==> config.mk <==
export PLATFORM = sky130hd
export DESIGN_NAME = asp_top
export DESIGN_NICKNAME = d
export VERILOG_FILES = /design/src/design/asp_pkg.sv /design/src/design/asp_rx_fifo.sv /design/src/design/asp_top.sv
export VERILOG_INCLUDE_DIRS = /design/src /design/src/design
export SDC_FILE = /design/constraint.sdc
export NUM_CORES = 1
export LEC_CHECK = 0
export BUFFER_PORTS_ARGS = -buffer_cell sky130_fd_sc_hd__buf_2
export CORE_ASPECT_RATIO = 0.7
export CORE_MARGIN = 4
export CORE_UTILIZATION = 53
export DETAILED_ROUTE_END_ITERATION = 10
export GPL_TIMING_DRIVEN = 0
export PLACE_DENSITY = 0.85
export SLEW_MARGIN = 10
export SYNTH_ARGS = -nofsm -noshare
export SYNTH_HDL_FRONTEND = slang
export SYNTH_SLANG_ARGS = --single-unit
==> constraint.sdc <==
create_clock -name clk -period 3.1 [get_ports clk]
set_clock_uncertainty 0.1 [all_clocks]
set_input_delay 0.31 -clock clk [delete_from_list [all_inputs] [get_ports clk]]
set_output_delay 0.31 -clock clk [all_outputs]
set_load 0.1 [all_outputs]
==> src/design/asp_map.svh <==
// Constants for the asynchronous serial port
//
// Contract
// Character carries five to eight data bits, set by configuration.
// One or two stop bits; parity none, even or odd, made and checked.
// Frame spans seven to twelve bit times with start, data, parity, stop.
// Programmed mode keeps one holding word besides each shifter; the receiver keeps a four-word buffer instead.
// DMA mode raises separate transmit and receive request lines.
// Bit rate is clock over divisor, over sixteen unless bypass is set.
// Divisor is sixteen bits from high byte and low byte concatenated.
// Slowest rate is clock over 1,048,576 with maximum divisor; the divider reaches clock over 1,048,560.
// Transmit and receive interrupt requests, each separately maskable.
// Transmit interrupt selectable: holding stage empty or shifter done.
// With flow control on, no new character starts while permit is low.
// Pause output drops when receive fill exceeds the high-water level.
// Infrared mode sends short pulses and decodes received pulses; the receive path takes serial_in undecoded.
// Receive line is brought out for timer pulse-width measurement.
// Idle high, low start bit, data LSB first, parity, high stops.
// Start found on falling edge, mid-bit sampling, error flags kept.
`ifndef ASP_MAP_SVH
`define ASP_MAP_SVH
`define ASP_OVERSAMPLE 5'd16
`define ASP_MID_SAMPLE 4'h7
`define ASP_IR_PULSE 4'h2
`define ASP_DIV_RESET 16'h0001
`define ASP_FIFO_DEPTH 4
`endif

==> src/design/asp_pkg.sv <==
// Types shared by the asynchronous serial port
package asp_pkg;
  typedef enum logic [1:0] {ASP_PAR_NONE, ASP_PAR_EVEN, ASP_PAR_ODD} asp_parity_e;
  typedef struct packed {
    logic [1:0] data_bits_m5;
    logic two_stop;
    asp_parity_e parity;
    logic divide_bypass_bit;
    logic infrared_en;
    logic auto_cts_en;
    logic auto_rts_en;
    logic dma_mode;
    logic tx_irq_on_shift_done;
  } asp_cfg_s;
  typedef struct packed {
    logic parity_err;
    logic framing_err;
    logic overrun_err;
  } asp_err_s;
  typedef enum logic [2:0] {ASP_IDLE, ASP_START, ASP_DATA, ASP_PARITY, ASP_STOP} asp_state_e;
endpackage

==> src/design/asp_rx_fifo.sv <==
// Small receive buffer with registered read data
`timescale 1ns/1ps
`default_nettype none
module asp_rx_fifo #(
  parameter int DEPTH = 4,
  parameter int AW = 2
) (
  input wire logic clk,
  input wire logic rst_b,
  input wire logic wr_en,
  input wire logic [7:0] wr_data,
  input wire logic rd_en,
  output logic [7:0] rd_data,
  output logic [AW:0] level
);
  logic [7:0] mem_r [DEPTH];
  logic [AW-1:0] wp_r;
  logic [AW-1:0] rp_r;
  logic [AW:0] cnt_r;
  logic do_wr;
  logic do_rd;
  assign do_wr = wr_en && (cnt_r != AW'(0) + (AW+1)'(DEPTH) || do_rd);
  assign do_rd = rd_en && (cnt_r != '0);
  assign level = cnt_r;
  always_ff @(posedge clk) begin
    if (do_wr) begin
      mem_r[wp_r] <= wr_data;
    end
  end
  always_ff @(posedge clk or negedge rst_b) begin
    if (!rst_b) begin
      wp_r <= '0;
      rp_r <= '0;
      cnt_r <= '0;
      rd_data <= 8'h00;
    end else begin
      if (do_wr) begin
        wp_r <= wp_r + AW'(1);
      end
      if (do_rd) begin
        rp_r <= rp_r + AW'(1);
        rd_data <= mem_r[rp_r];
      end
      cnt_r <= cnt_r + (AW+1)'(do_wr) - (AW+1)'(do_rd);
    end
  end
endmodule
`default_nettype wire

==> src/design/asp_top.sv <==
// Asynchronous serial port with flow control and infrared option
`timescale 1ns/1ps
`default_nettype none
`include "asp_map.svh"
module asp_top
  import asp_pkg::*;
#(
  parameter int FIFO_DEPTH = `ASP_FIFO_DEPTH,
  parameter int FIFO_AW = 2
) (
  input wire logic clk,
  input wire logic rst_b,
  input wire asp_cfg_s cfg,
  input wire logic [7:0] divisor_high_byte,
  input wire logic [7:0] divisor_low_byte,
  input wire logic [FIFO_AW:0] rx_high_water,
  input wire logic tx_irq_mask,
  input wire logic rx_irq_mask,
  input wire logic tx_wr,
  input wire logic [7:0] tx_data,
  output logic tx_ready,
  input wire logic rx_rd,
  output logic [7:0] rx_data,
  output logic rx_avail,
  output logic [FIFO_AW:0] rx_level,
  output asp_err_s rx_err,
  input wire logic err_clr,
  output logic tx_dma_req,
  output logic rx_dma_req,
  output logic tx_irq,
  output logic rx_irq,
  output logic tx_busy,
  output logic serial_out,
  input wire logic serial_in,
  input wire logic transmit_permit_in,
  output logic receiver_pause_out,
  output logic rx_line_to_timer
);
  // ----------------------------------------
  // Bit clock divider
  // ----------------------------------------
  logic [15:0] div_cnt_r;
  logic [15:0] divisor;
  logic os_tick;
  logic [3:0] pre_cnt_r;
  logic bit_tick_tx;
  // Divisor from bytes
  assign divisor = {divisor_high_byte, divisor_low_byte};
  always_ff @(posedge clk or negedge rst_b) begin
    if (!rst_b) begin
      div_cnt_r <= 16'h0000;
    end else if (div_cnt_r + 16'h0001 >= divisor) begin
      div_cnt_r <= 16'h0000;
    end else begin
      div_cnt_r <= div_cnt_r + 16'h0001;
    end
  end
  assign os_tick = (div_cnt_r + 16'h0001 >= divisor);
  // Sixteen-times stage
  always_ff @(posedge clk or negedge rst_b) begin
    if (!rst_b) begin
      pre_cnt_r <= 4'h0;
    end else if (os_tick) begin
      pre_cnt_r <= pre_cnt_r + 4'h1;
    end
  end
  assign bit_tick_tx = os_tick && (cfg.divide_bypass_bit || pre_cnt_r == 4'hF);

  // ----------------------------------------
  // Transmitter
  // ----------------------------------------
  logic [7:0] thr_r;
  logic thr_full_r;
  logic [7:0] tsr_r;
  asp_state_e tx_st_r;
  logic [2:0] tx_bit_r;
  logic tx_stop2_r;
  logic tx_par_r;
  logic tx_line_r;
  logic [3:0] ir_cnt_r;
  logic [2:0] nbits;
  logic tx_load;
  // Index of the last data bit: four plus the width code
  assign nbits = {1'b1, cfg.data_bits_m5};
  // Holding word beside the shifter
  assign tx_ready = !thr_full_r;
  // Start only when permitted
  assign tx_load = bit_tick_tx && tx_st_r == ASP_IDLE && thr_full_r &&
                   (!cfg.auto_cts_en || transmit_permit_in);
  always_ff @(posedge clk or negedge rst_b) begin
    if (!rst_b) begin
      thr_r <= 8'h00;
      thr_full_r <= 1'b0;
    end else if (tx_wr && !thr_full_r) begin
      thr_r <= tx_data;
      thr_full_r <= 1'b1;
    end else if (tx_load) begin
      thr_full_r <= 1'b0;
    end
  end
  // Frame sequencing
  always_ff @(posedge clk or negedge rst_b) begin
    if (!rst_b) begin
      tx_st_r <= ASP_IDLE;
      tsr_r <= 8'h00;
      tx_bit_r <= 3'h0;
      tx_stop2_r <= 1'b0;
      tx_par_r <= 1'b0;
      tx_line_r <= 1'b1;
    end else if (bit_tick_tx) begin
      unique case (tx_st_r)
        ASP_IDLE: begin
          tx_line_r <= 1'b1;
          if (tx_load) begin
            tsr_r <= thr_r;
            tx_par_r <= (cfg.parity == ASP_PAR_ODD);
            tx_line_r <= 1'b0;
            tx_st_r <= ASP_START;
          end
        end
        ASP_START, ASP_DATA: begin
          if (tx_st_r == ASP_START) begin
            tx_bit_r <= 3'h0;
          end else begin
            tx_bit_r <= tx_bit_r + 3'h1;
          end
          if (tx_st_r == ASP_DATA && tx_bit_r == nbits) begin
            tx_line_r <= (cfg.parity == ASP_PAR_NONE) ? 1'b1 : tx_par_r;
            tx_stop2_r <= cfg.two_stop;
            tx_st_r <= (cfg.parity == ASP_PAR_NONE) ? ASP_STOP : ASP_PARITY;
          end else begin
            tx_line_r <= tsr_r[0];
            tx_par_r <= tx_par_r ^ tsr_r[0];
            tsr_r <= {1'b0, tsr_r[7:1]};
            tx_st_r <= ASP_DATA;
          end
        end
        ASP_PARITY: begin
          tx_line_r <= 1'b1;
          tx_st_r <= ASP_STOP;
        end
        ASP_STOP: begin
          if (tx_stop2_r) begin
            tx_stop2_r <= 1'b0;
          end else begin
            tx_st_r <= ASP_IDLE;
          end
        end
        default: tx_st_r <= ASP_IDLE;
      endcase
    end
  end
  assign tx_busy = (tx_st_r != ASP_IDLE);
  // Infrared pulse shaping
  always_ff @(posedge clk or negedge rst_b) begin
    if (!rst_b) begin
      ir_cnt_r <= 4'h0;
    end else if (bit_tick_tx) begin
      // Restart on every bit, so the start bit pulses too
      ir_cnt_r <= 4'h0;
    end else if (os_tick && ir_cnt_r != 4'hF) begin
      ir_cnt_r <= ir_cnt_r + 4'h1;
    end
  end
  always_ff @(posedge clk or negedge rst_b) begin
    if (!rst_b) begin
      serial_out <= 1'b1;
    end else if (cfg.infrared_en) begin
      serial_out <= !(tx_st_r != ASP_IDLE && !tx_line_r && ir_cnt_r < `ASP_IR_PULSE);
    end else begin
      serial_out <= tx_line_r;
    end
  end

  // ----------------------------------------
  // Receiver
  // ----------------------------------------
  logic rx_line;
  logic rx_prev_r;
  asp_state_e rx_st_r;
  logic [3:0] rx_os_r;
  logic [2:0] rx_bit_r;
  logic [7:0] rsr_r;
  logic rx_par_r;
  logic rx_push;
  logic rx_mid;
  logic [7:0] rx_word;
  logic [3:0] rx_os_end;
  // Infrared low pulse should decode to zero; rx_line takes serial_in unchanged in both modes
  assign rx_line = cfg.infrared_en ? serial_in : serial_in;
  // Line for timer measurement
  assign rx_line_to_timer = serial_in;
  assign rx_os_end = cfg.divide_bypass_bit ? 4'h0 : 4'hF;
  assign rx_mid = os_tick && (cfg.divide_bypass_bit || rx_os_r == `ASP_MID_SAMPLE);
  assign rx_word = rsr_r >> (3'd3 - cfg.data_bits_m5);
  // Falling edge and mid-bit sampling
  always_ff @(posedge clk or negedge rst_b) begin
    if (!rst_b) begin
      rx_prev_r <= 1'b1;
      rx_st_r <= ASP_IDLE;
      rx_os_r <= 4'h0;
      rx_bit_r <= 3'h0;
      rsr_r <= 8'h00;
      rx_par_r <= 1'b0;
      rx_push <= 1'b0;
    end else begin
      rx_prev_r <= rx_line;
      rx_push <= 1'b0;
      if (rx_st_r == ASP_IDLE) begin
        rx_os_r <= 4'h0;
        if (rx_prev_r && !rx_line) begin
          rx_st_r <= ASP_START;
        end
      end else if (os_tick) begin
        rx_os_r <= (rx_os_r == rx_os_end) ? 4'h0 : rx_os_r + 4'h1;
        if (rx_mid) begin
          unique case (rx_st_r)
            ASP_START: begin
              rx_bit_r <= 3'h0;
              rx_par_r <= (cfg.parity == ASP_PAR_ODD);
              rx_st_r <= rx_line ? ASP_IDLE : ASP_DATA;
            end
            ASP_DATA: begin
              rsr_r <= {rx_line, rsr_r[7:1]};
              rx_par_r <= rx_par_r ^ rx_line;
              rx_bit_r <= rx_bit_r + 3'h1;
              if (rx_bit_r == nbits) begin
                rx_st_r <= (cfg.parity == ASP_PAR_NONE) ? ASP_STOP : ASP_PARITY;
              end
            end
            ASP_PARITY: begin
              rx_par_r <= rx_par_r ^ rx_line;
              rx_st_r <= ASP_STOP;
            end
            ASP_STOP: begin
              rx_push <= 1'b1;
              rx_st_r <= ASP_IDLE;
            end
            default: rx_st_r <= ASP_IDLE;
          endcase
        end
      end
    end
  end
  // Sticky error flags, set wins over clear
  logic rx_full;
  assign rx_full = (rx_level == (FIFO_AW+1)'(FIFO_DEPTH));
  always_ff @(posedge clk or negedge rst_b) begin
    if (!rst_b) begin
      rx_err <= '0;
    end else begin
      if (err_clr) begin
        rx_err <= '0;
      end
      if (rx_mid && rx_st_r == ASP_STOP && !rx_line) begin
        rx_err.framing_err <= 1'b1;
      end
      if (rx_mid && rx_st_r == ASP_STOP && cfg.parity != ASP_PAR_NONE && rx_par_r) begin
        rx_err.parity_err <= 1'b1;
      end
      if (rx_push && rx_full && !rx_rd) begin
        rx_err.overrun_err <= 1'b1;
      end
    end
  end
  // Receive holding stage
  asp_rx_fifo #(.DEPTH(FIFO_DEPTH), .AW(FIFO_AW)) u_rx_fifo (
    .clk(clk),
    .rst_b(rst_b),
    .wr_en(rx_push),
    .wr_data(rx_word),
    .rd_en(rx_rd),
    .rd_data(rx_data),
    .level(rx_level)
  );
  assign rx_avail = (rx_level != '0);
  // Pause above high water
  always_ff @(posedge clk or negedge rst_b) begin
    if (!rst_b) begin
      receiver_pause_out <= 1'b1;
    end else begin
      receiver_pause_out <= !(cfg.auto_rts_en && rx_level > rx_high_water);
    end
  end

  // ----------------------------------------
  // Requests and interrupts
  // ----------------------------------------
  logic tx_event;
  // Transmit interrupt timing select
  assign tx_event = cfg.tx_irq_on_shift_done ? (!thr_full_r && !tx_busy) : !thr_full_r;
  // Separate DMA requests
  assign tx_dma_req = cfg.dma_mode && !thr_full_r;
  assign rx_dma_req = cfg.dma_mode && rx_avail;
  // Maskable interrupt lines
  assign tx_irq = !cfg.dma_mode && tx_irq_mask && tx_event;
  assign rx_irq = !cfg.dma_mode && rx_irq_mask && rx_avail;

  // ----------------------------------------
  // Assertions
  // ----------------------------------------
  // Permit gates start
  cts_gate_a: assert property (@(posedge clk) disable iff (!rst_b)
    (tx_st_r == ASP_IDLE && cfg.auto_cts_en && !transmit_permit_in) |=> tx_st_r != ASP_START)
    else $error("character started while permit low");
  // Pause level
  rts_level_a: assert property (@(posedge clk) disable iff (!rst_b)
    (cfg.auto_rts_en && rx_level > rx_high_water) |=> !receiver_pause_out)
    else $error("pause not dropped above high water");
  // Start bit low
  start_low_a: assert property (@(posedge clk) disable iff (!rst_b)
    (tx_st_r == ASP_START) |-> !tx_line_r)
    else $error("start bit not low");
  // Holding fill
  hold_fill_a: assert property (@(posedge clk) disable iff (!rst_b)
    (tx_wr && !thr_full_r) |=> thr_full_r)
    else $error("holding stage did not fill");
  // DMA request
  dma_tx_req_a: assert property (@(posedge clk) disable iff (!rst_b)
    tx_dma_req |-> (cfg.dma_mode && tx_ready))
    else $error("transmit request without room");
  // Masked interrupt
  irq_mask_a: assert property (@(posedge clk) disable iff (!rst_b)
    !rx_irq_mask |-> !rx_irq)
    else $error("masked receive interrupt raised");
  // Divider wrap
  div_wrap_a: assert property (@(posedge clk) disable iff (!rst_b)
    $stable(divisor) && os_tick |=> div_cnt_r == 16'h0000)
    else $error("divider did not wrap");
  // Overrun flag
  overrun_a: assert property (@(posedge clk) disable iff (!rst_b)
    (rx_push && rx_full && !rx_rd) |=> rx_err.overrun_err)
    else $error("overrun not flagged");
  tx_frame_c: cover property (@(posedge clk) disable iff (!rst_b)
    tx_st_r == ASP_STOP ##1 tx_st_r == ASP_IDLE);
  rx_word_c: cover property (@(posedge clk) disable iff (!rst_b) rx_push);
  pause_c: cover property (@(posedge clk) disable iff (!rst_b) $fell(receiver_pause_out));
endmodule
`default_nettype wire

==> load_flow_metrics.sql <==
INSERT INTO impl_metrics (metric_group, metric, value, unit) VALUES
('sta', 'post-route-min-period', '3.46', 'ns'),
('power_and_ir_drop', 'p_per_area', '686', 'mW/mm²'),
('yosys', 'postSynth.topFlopCell', 'sky130_fd_sc_hd__dfrtp_1', ''),
('worst_setup_path', 'cp.arrival', '3.63', 'ns'),
('yosys', 'post_synth_inst_count', '551', ''),
('die', 'ioPinCount', '71', ''),
('worst_setup_path', 'critPathKind', 'reg -> reg', ''),
('die', 'initial_core_utilization', '55.5', '%'),
('die', 'fp.dieH', '99.0', 'µm'),
('worst_hold_path', 'worst_hold_path_type', 'in -> reg', ''),
('global_routing', 'grt_pass1_vias', '4917', ''),
('placed_design', 'weighted_congestion_reported_at_the_end_of_routability_driven_placement', '0.845', ''),
('sta', 'post_route_worst_setup_slack', '-0.358', 'ns'),
('sta', 'setup-tns-final', '-12.96', 'ns'),
('drt', 'drc', '0', ''),
('worst_setup_path', 'r2r_cells', '14', ''),
('yosys', 'synth-edff-count', '32', ''),
('final_layout', 'final_cell_count_no_fill', '829', ''),
('yosys', 'yosys-top-cells-area', 'sky130_fd_sc_hd__dfrtp_1, sky130_fd_sc_hd__edfxtp_1, sky130_fd_sc_hd__ha_1, sky130_fd_sc_hd__mux2_2, sky130_fd_sc_hd__mux4_2', ''),
('sta', 'worst_slew_pin_slew', '1.46', 'ns'),
('sta', 'grt_setup_unrepaired', 'yes', ''),
('drt', 'drt_iter0_drc', '533', ''),
('worst_setup_path', 'crit_fanout', '10', ''),
('yosys', 'synth_common_cells', 'sky130_fd_sc_hd__dfrtp_1, sky130_fd_sc_hd__nand2_1, sky130_fd_sc_hd__inv_1, sky130_fd_sc_hd__edfxtp_1, sky130_fd_sc_hd__nor2_1', ''),
('sta', 'setup_viol', '62', ''),
('yosys', 'synth.cell_area', '0.00626', 'mm²'),
('worst_setup_path', 'worst_setup_path_start_kind', 'flop', ''),
('drt', 'drt_pass_1_iters', '7', ''),
('cts', 'ctsRootBufferMaster', 'sky130_fd_sc_hd__clkbuf_16', ''),
('sta', 'layout_worst_path_cycle_share', '112', '%'),
('yosys', 'count_leader_synth', 'sky130_fd_sc_hd__dfrtp_1', ''),
('yosys', 'yosysSeqAreaShare', '51.8', '%'),
('worst_hold_path', 'timing.hold.worst_path_depth', '3', ''),
('placed_design', 'place_inst', '775', ''),
('cts', 'htree_num_levels', '4', ''),
('yosys', 'synth_area_leader_cell', 'sky130_fd_sc_hd__dfrtp_1', ''),
('yosys', 'yosys_register_bits', '123', ''),
('cts', 'clkSlewWorstSetupHoldPaths', '0.06', 'ns'),
('die', 'floorplan_die_area', '0.0137', 'mm²'),
('yosys', 'syn-mean-instance-area', '11.4', 'µm²'),
('worst_setup_path', 'cp-end-kind', 'flop', ''),
('sta', 'clock.fmax', '289', 'MHz'),
('cts', 'tritoncts', 'built', ''),
('final_layout', 'area_growth_syn_to_layout', '26.4', '%'),
('global_routing', 'grt_usage', '23.4', '%'),
('sta', 'report.final.hold_viol_count', '0', ''),
('sta', 'final_max_slew_viol_count', '0', ''),
('flow_run', 'drv_cap', '0', ''),
('cts', 'worst_skew_pair.late_latency', '0.42', 'ns'),
('drt', 'avgViaCountPerCell', '5.93', ''),
('drt', 'drtAntennaViolNets', '0', ''),
('power_and_ir_drop', 'power_leakage', '0.00358', 'µW'),
('drt', 'vias', '4916', ''),
('global_routing', 'largest_net_degree_at_the_start_of_global_routing', '51', ''),
('final_layout', 'final_util', '70.1', '%'),
('final_layout', 'nNetsFinal', '742', ''),
('yosys', 'ys_warn_count', '0', ''),
('placed_design', 'hpwlAfterDp', '10.1', 'mm'),
('worst_setup_path', 'cp_data_required_time', '3.27', 'ns'),
('yosys', 'yosys.area.top_type_share', '34.8', '%'),
('yosys', 'async_set_or_reset_flop_fraction_in_the_synthesized_netlist', '74.0', '%'),
('final_layout', 'drive_gt1_share', '31.4', '%'),
('cts', 'cts_made_buffers', '17', ''),
('drt', 'drt-total-wl', '16.0', 'mm'),
('status', 'run_status', 'finished, violations left', ''),
('final_layout', 'insertedDiodeCount', '0', ''),
('die', 'coreArea', '0.0113', 'mm²'),
('die', 'floorplan_row_count', '32', ''),
('cts', 'clk_path_buf_depth', '2', ''),
('drt', 'avgRoutedWirePerCell', '19.3', 'µm'),
('final_layout', 'layout.filler_cells', '719', ''),
('placed_design', 'numPortBuffers', '70', ''),
('yosys', 'mappedNetlistNets', '630', ''),
('sta', 'worst_slew_margin_rel', '1.95', '%'),
('cts', 'cts_sinks', '123', ''),
('die', 'fp.dieW', '138', 'µm'),
('power_and_ir_drop', 'vdd.ir_drop.worst', '643', 'µV'),
('status', 'failing_checks', 'negative setup slack', ''),
('yosys', 'post_synth_num_cell_types', '64', ''),
('global_routing', 'grt_overflow', '0', ''),
('global_routing', 'grt_first_pass_wirelength', '24.7', 'mm'),
('global_routing', 'grt_antenna_before_repair', '0', '');
metrics by stage:
stage,hold WS [ns],power [µW],worst slack [ns],instance area [µm²]
6_report,0.0161,5430,-0.358,7920
5_1_grt,0.0281,5640,-0.489,7920
4_1_cts,0.00477,5420,-0.274,7750
3_5_place_dp,0.278,3340,-0.730,6860
3_3_place_gp,0.360,3270,-0.579,6840
2_1_floorplan,-0.0856,3030,-0.0678,6290
path summary, 6_finish.rpt:
| path | slack (ns) | startpoint | to |
|---|---|---|---|
| worst max-delay path | -0.36 | div_cnt_r[3] | rx_st_r[1] |
| max in group asynchronous | 1.82 | rst_b | serial_out |
| worst max register to register | -0.36 | div_cnt_r[3] | rx_st_r[1] |
| worst min register to register | 0.39 | rx_push | rx_err[0] |
| worst min-delay path | 0.02 | cfg[4] | serial_out |
| min in group asynchronous | 0.36 | rst_b | u_rx_fifo.rd_data[0] |
layout make-up:
class                      instances  area, µm²  area share (%)
timing repair buffer              95        604            7.63
tap                              153        191            2.42
inverter                          38        143            1.80
sequential                       123       3250            41.0
multi-input combinational        366       3000            37.9
buffer                            22        133            1.67
clock buffer                      22        454            5.73
clock inverter                    10        148            1.86
critical path, stage by stage, from the launching register on:
cell and delay (ns):
sky130_fd_sc_hd__dfrtp_1 0.35, sky130_fd_sc_hd__and4_4 0.23, sky130_fd_sc_hd__nand4_1 0.16, sky130_fd_sc_hd__or2_4 0.32, sky130_fd_sc_hd__nor3_4 0.16, sky130_fd_sc_hd__xor2_2 0.10, sky130_fd_sc_hd__ha_1 0.30, sky130_fd_sc_hd__nand4_1 0.11
sky130_fd_sc_hd__buf_4 0.19, sky130_fd_sc_hd__a211oi_4 0.26, sky130_fd_sc_hd__a32oi_2 0.17, sky130_fd_sc_hd__and2_4 0.20, sky130_fd_sc_hd__clkbuf_4 0.21, sky130_fd_sc_hd__o21ai_0 0.29, sky130_fd_sc_hd__o211ai_1 0.15
logic make-up after synthesis:
group | Yosys count | share of synthesized area [%]
AO/OA/AOI/OAI | 88 | 9.07
XOR/XNOR | 28 | 3.91
adder cells (fa/ha/maj) | 32 | 6.51
buffers and inverters | 62 | 4.21
flip-flops | 123 | 51.8
multiplexers | 50 | 10.5
AND/OR/NAND/NOR | 168 | 14.0
power by group:
part / internal, µW / leakage (µW) / total (µW) / switching (µW)
clock: 1350 / 0.000297 / 2030 / 677
sequential: 1810 / 0.00147 / 1920 / 107
combinational: 448 / 0.00181 / 1480 / 1030
total: 3620 / 0.00358 / 5430 / 1820
per-layer routing:
layer  global-route usage [%]  wire (µm)  share of wire (%)  vias up
met5                        0          0                  0        -
met3                     6.53       1200                7.5       45
li1                         -          -                  -     2190
met2                     37.6       7920                 49      234
met4                     8.50        471                2.9        0
met1                     30.6       6420                 40     2447
cell usage in the layout, fill, tap and decap left out, types with 9 or more instances in the layout:
cell / instances
sky130_fd_sc_hd__clkbuf_16: 17
sky130_fd_sc_hd__mux2i_1: 13
sky130_fd_sc_hd__mux4_2: 10
sky130_fd_sc_hd__buf_2: 73
sky130_fd_sc_hd__and3_1: 9
sky130_fd_sc_hd__nor2_1: 29
sky130_fd_sc_hd__nand3_1: 18
sky130_fd_sc_hd__o21ai_0: 21
sky130_fd_sc_hd__inv_1: 38
sky130_fd_sc_hd__ha_1: 29
sky130_fd_sc_hd__and2_1: 15
sky130_fd_sc_hd__edfxtp_1: 32
sky130_fd_sc_hd__mux2_4: 10
sky130_fd_sc_hd__nand2_1: 39
sky130_fd_sc_hd__xnor2_1: 20
sky130_fd_sc_hd__dfrtp_1: 83
sky130_fd_sc_hd__a21oi_1: 21
sky130_fd_sc_hd__clkbuf_1: 13
sky130_fd_sc_hd__buf_4: 19
sky130_fd_sc_hd__mux2_2: 17
state kept, by name, summed over array words and instances (netlist names), 4 cells and up:
register / flops
u_rx_fifo.mem_r: 32
div_cnt_r: 16
rsr_r: 8
thr_r: 8
tsr_r: 8
u_rx_fifo.rd_data: 8
ir_cnt_r: 4
pre_cnt_r: 4
rx_os_r: 4
repair_timing:
item,in CTS,in global routing
resized for setup,31,34
hold endpoints to repair,49,0
hold buffers,3,0
pin swaps,18,11
buffers inserted,15,6
setup endpoints to repair,64,64
No activity file was read; power rests on OpenSTA's default activity.
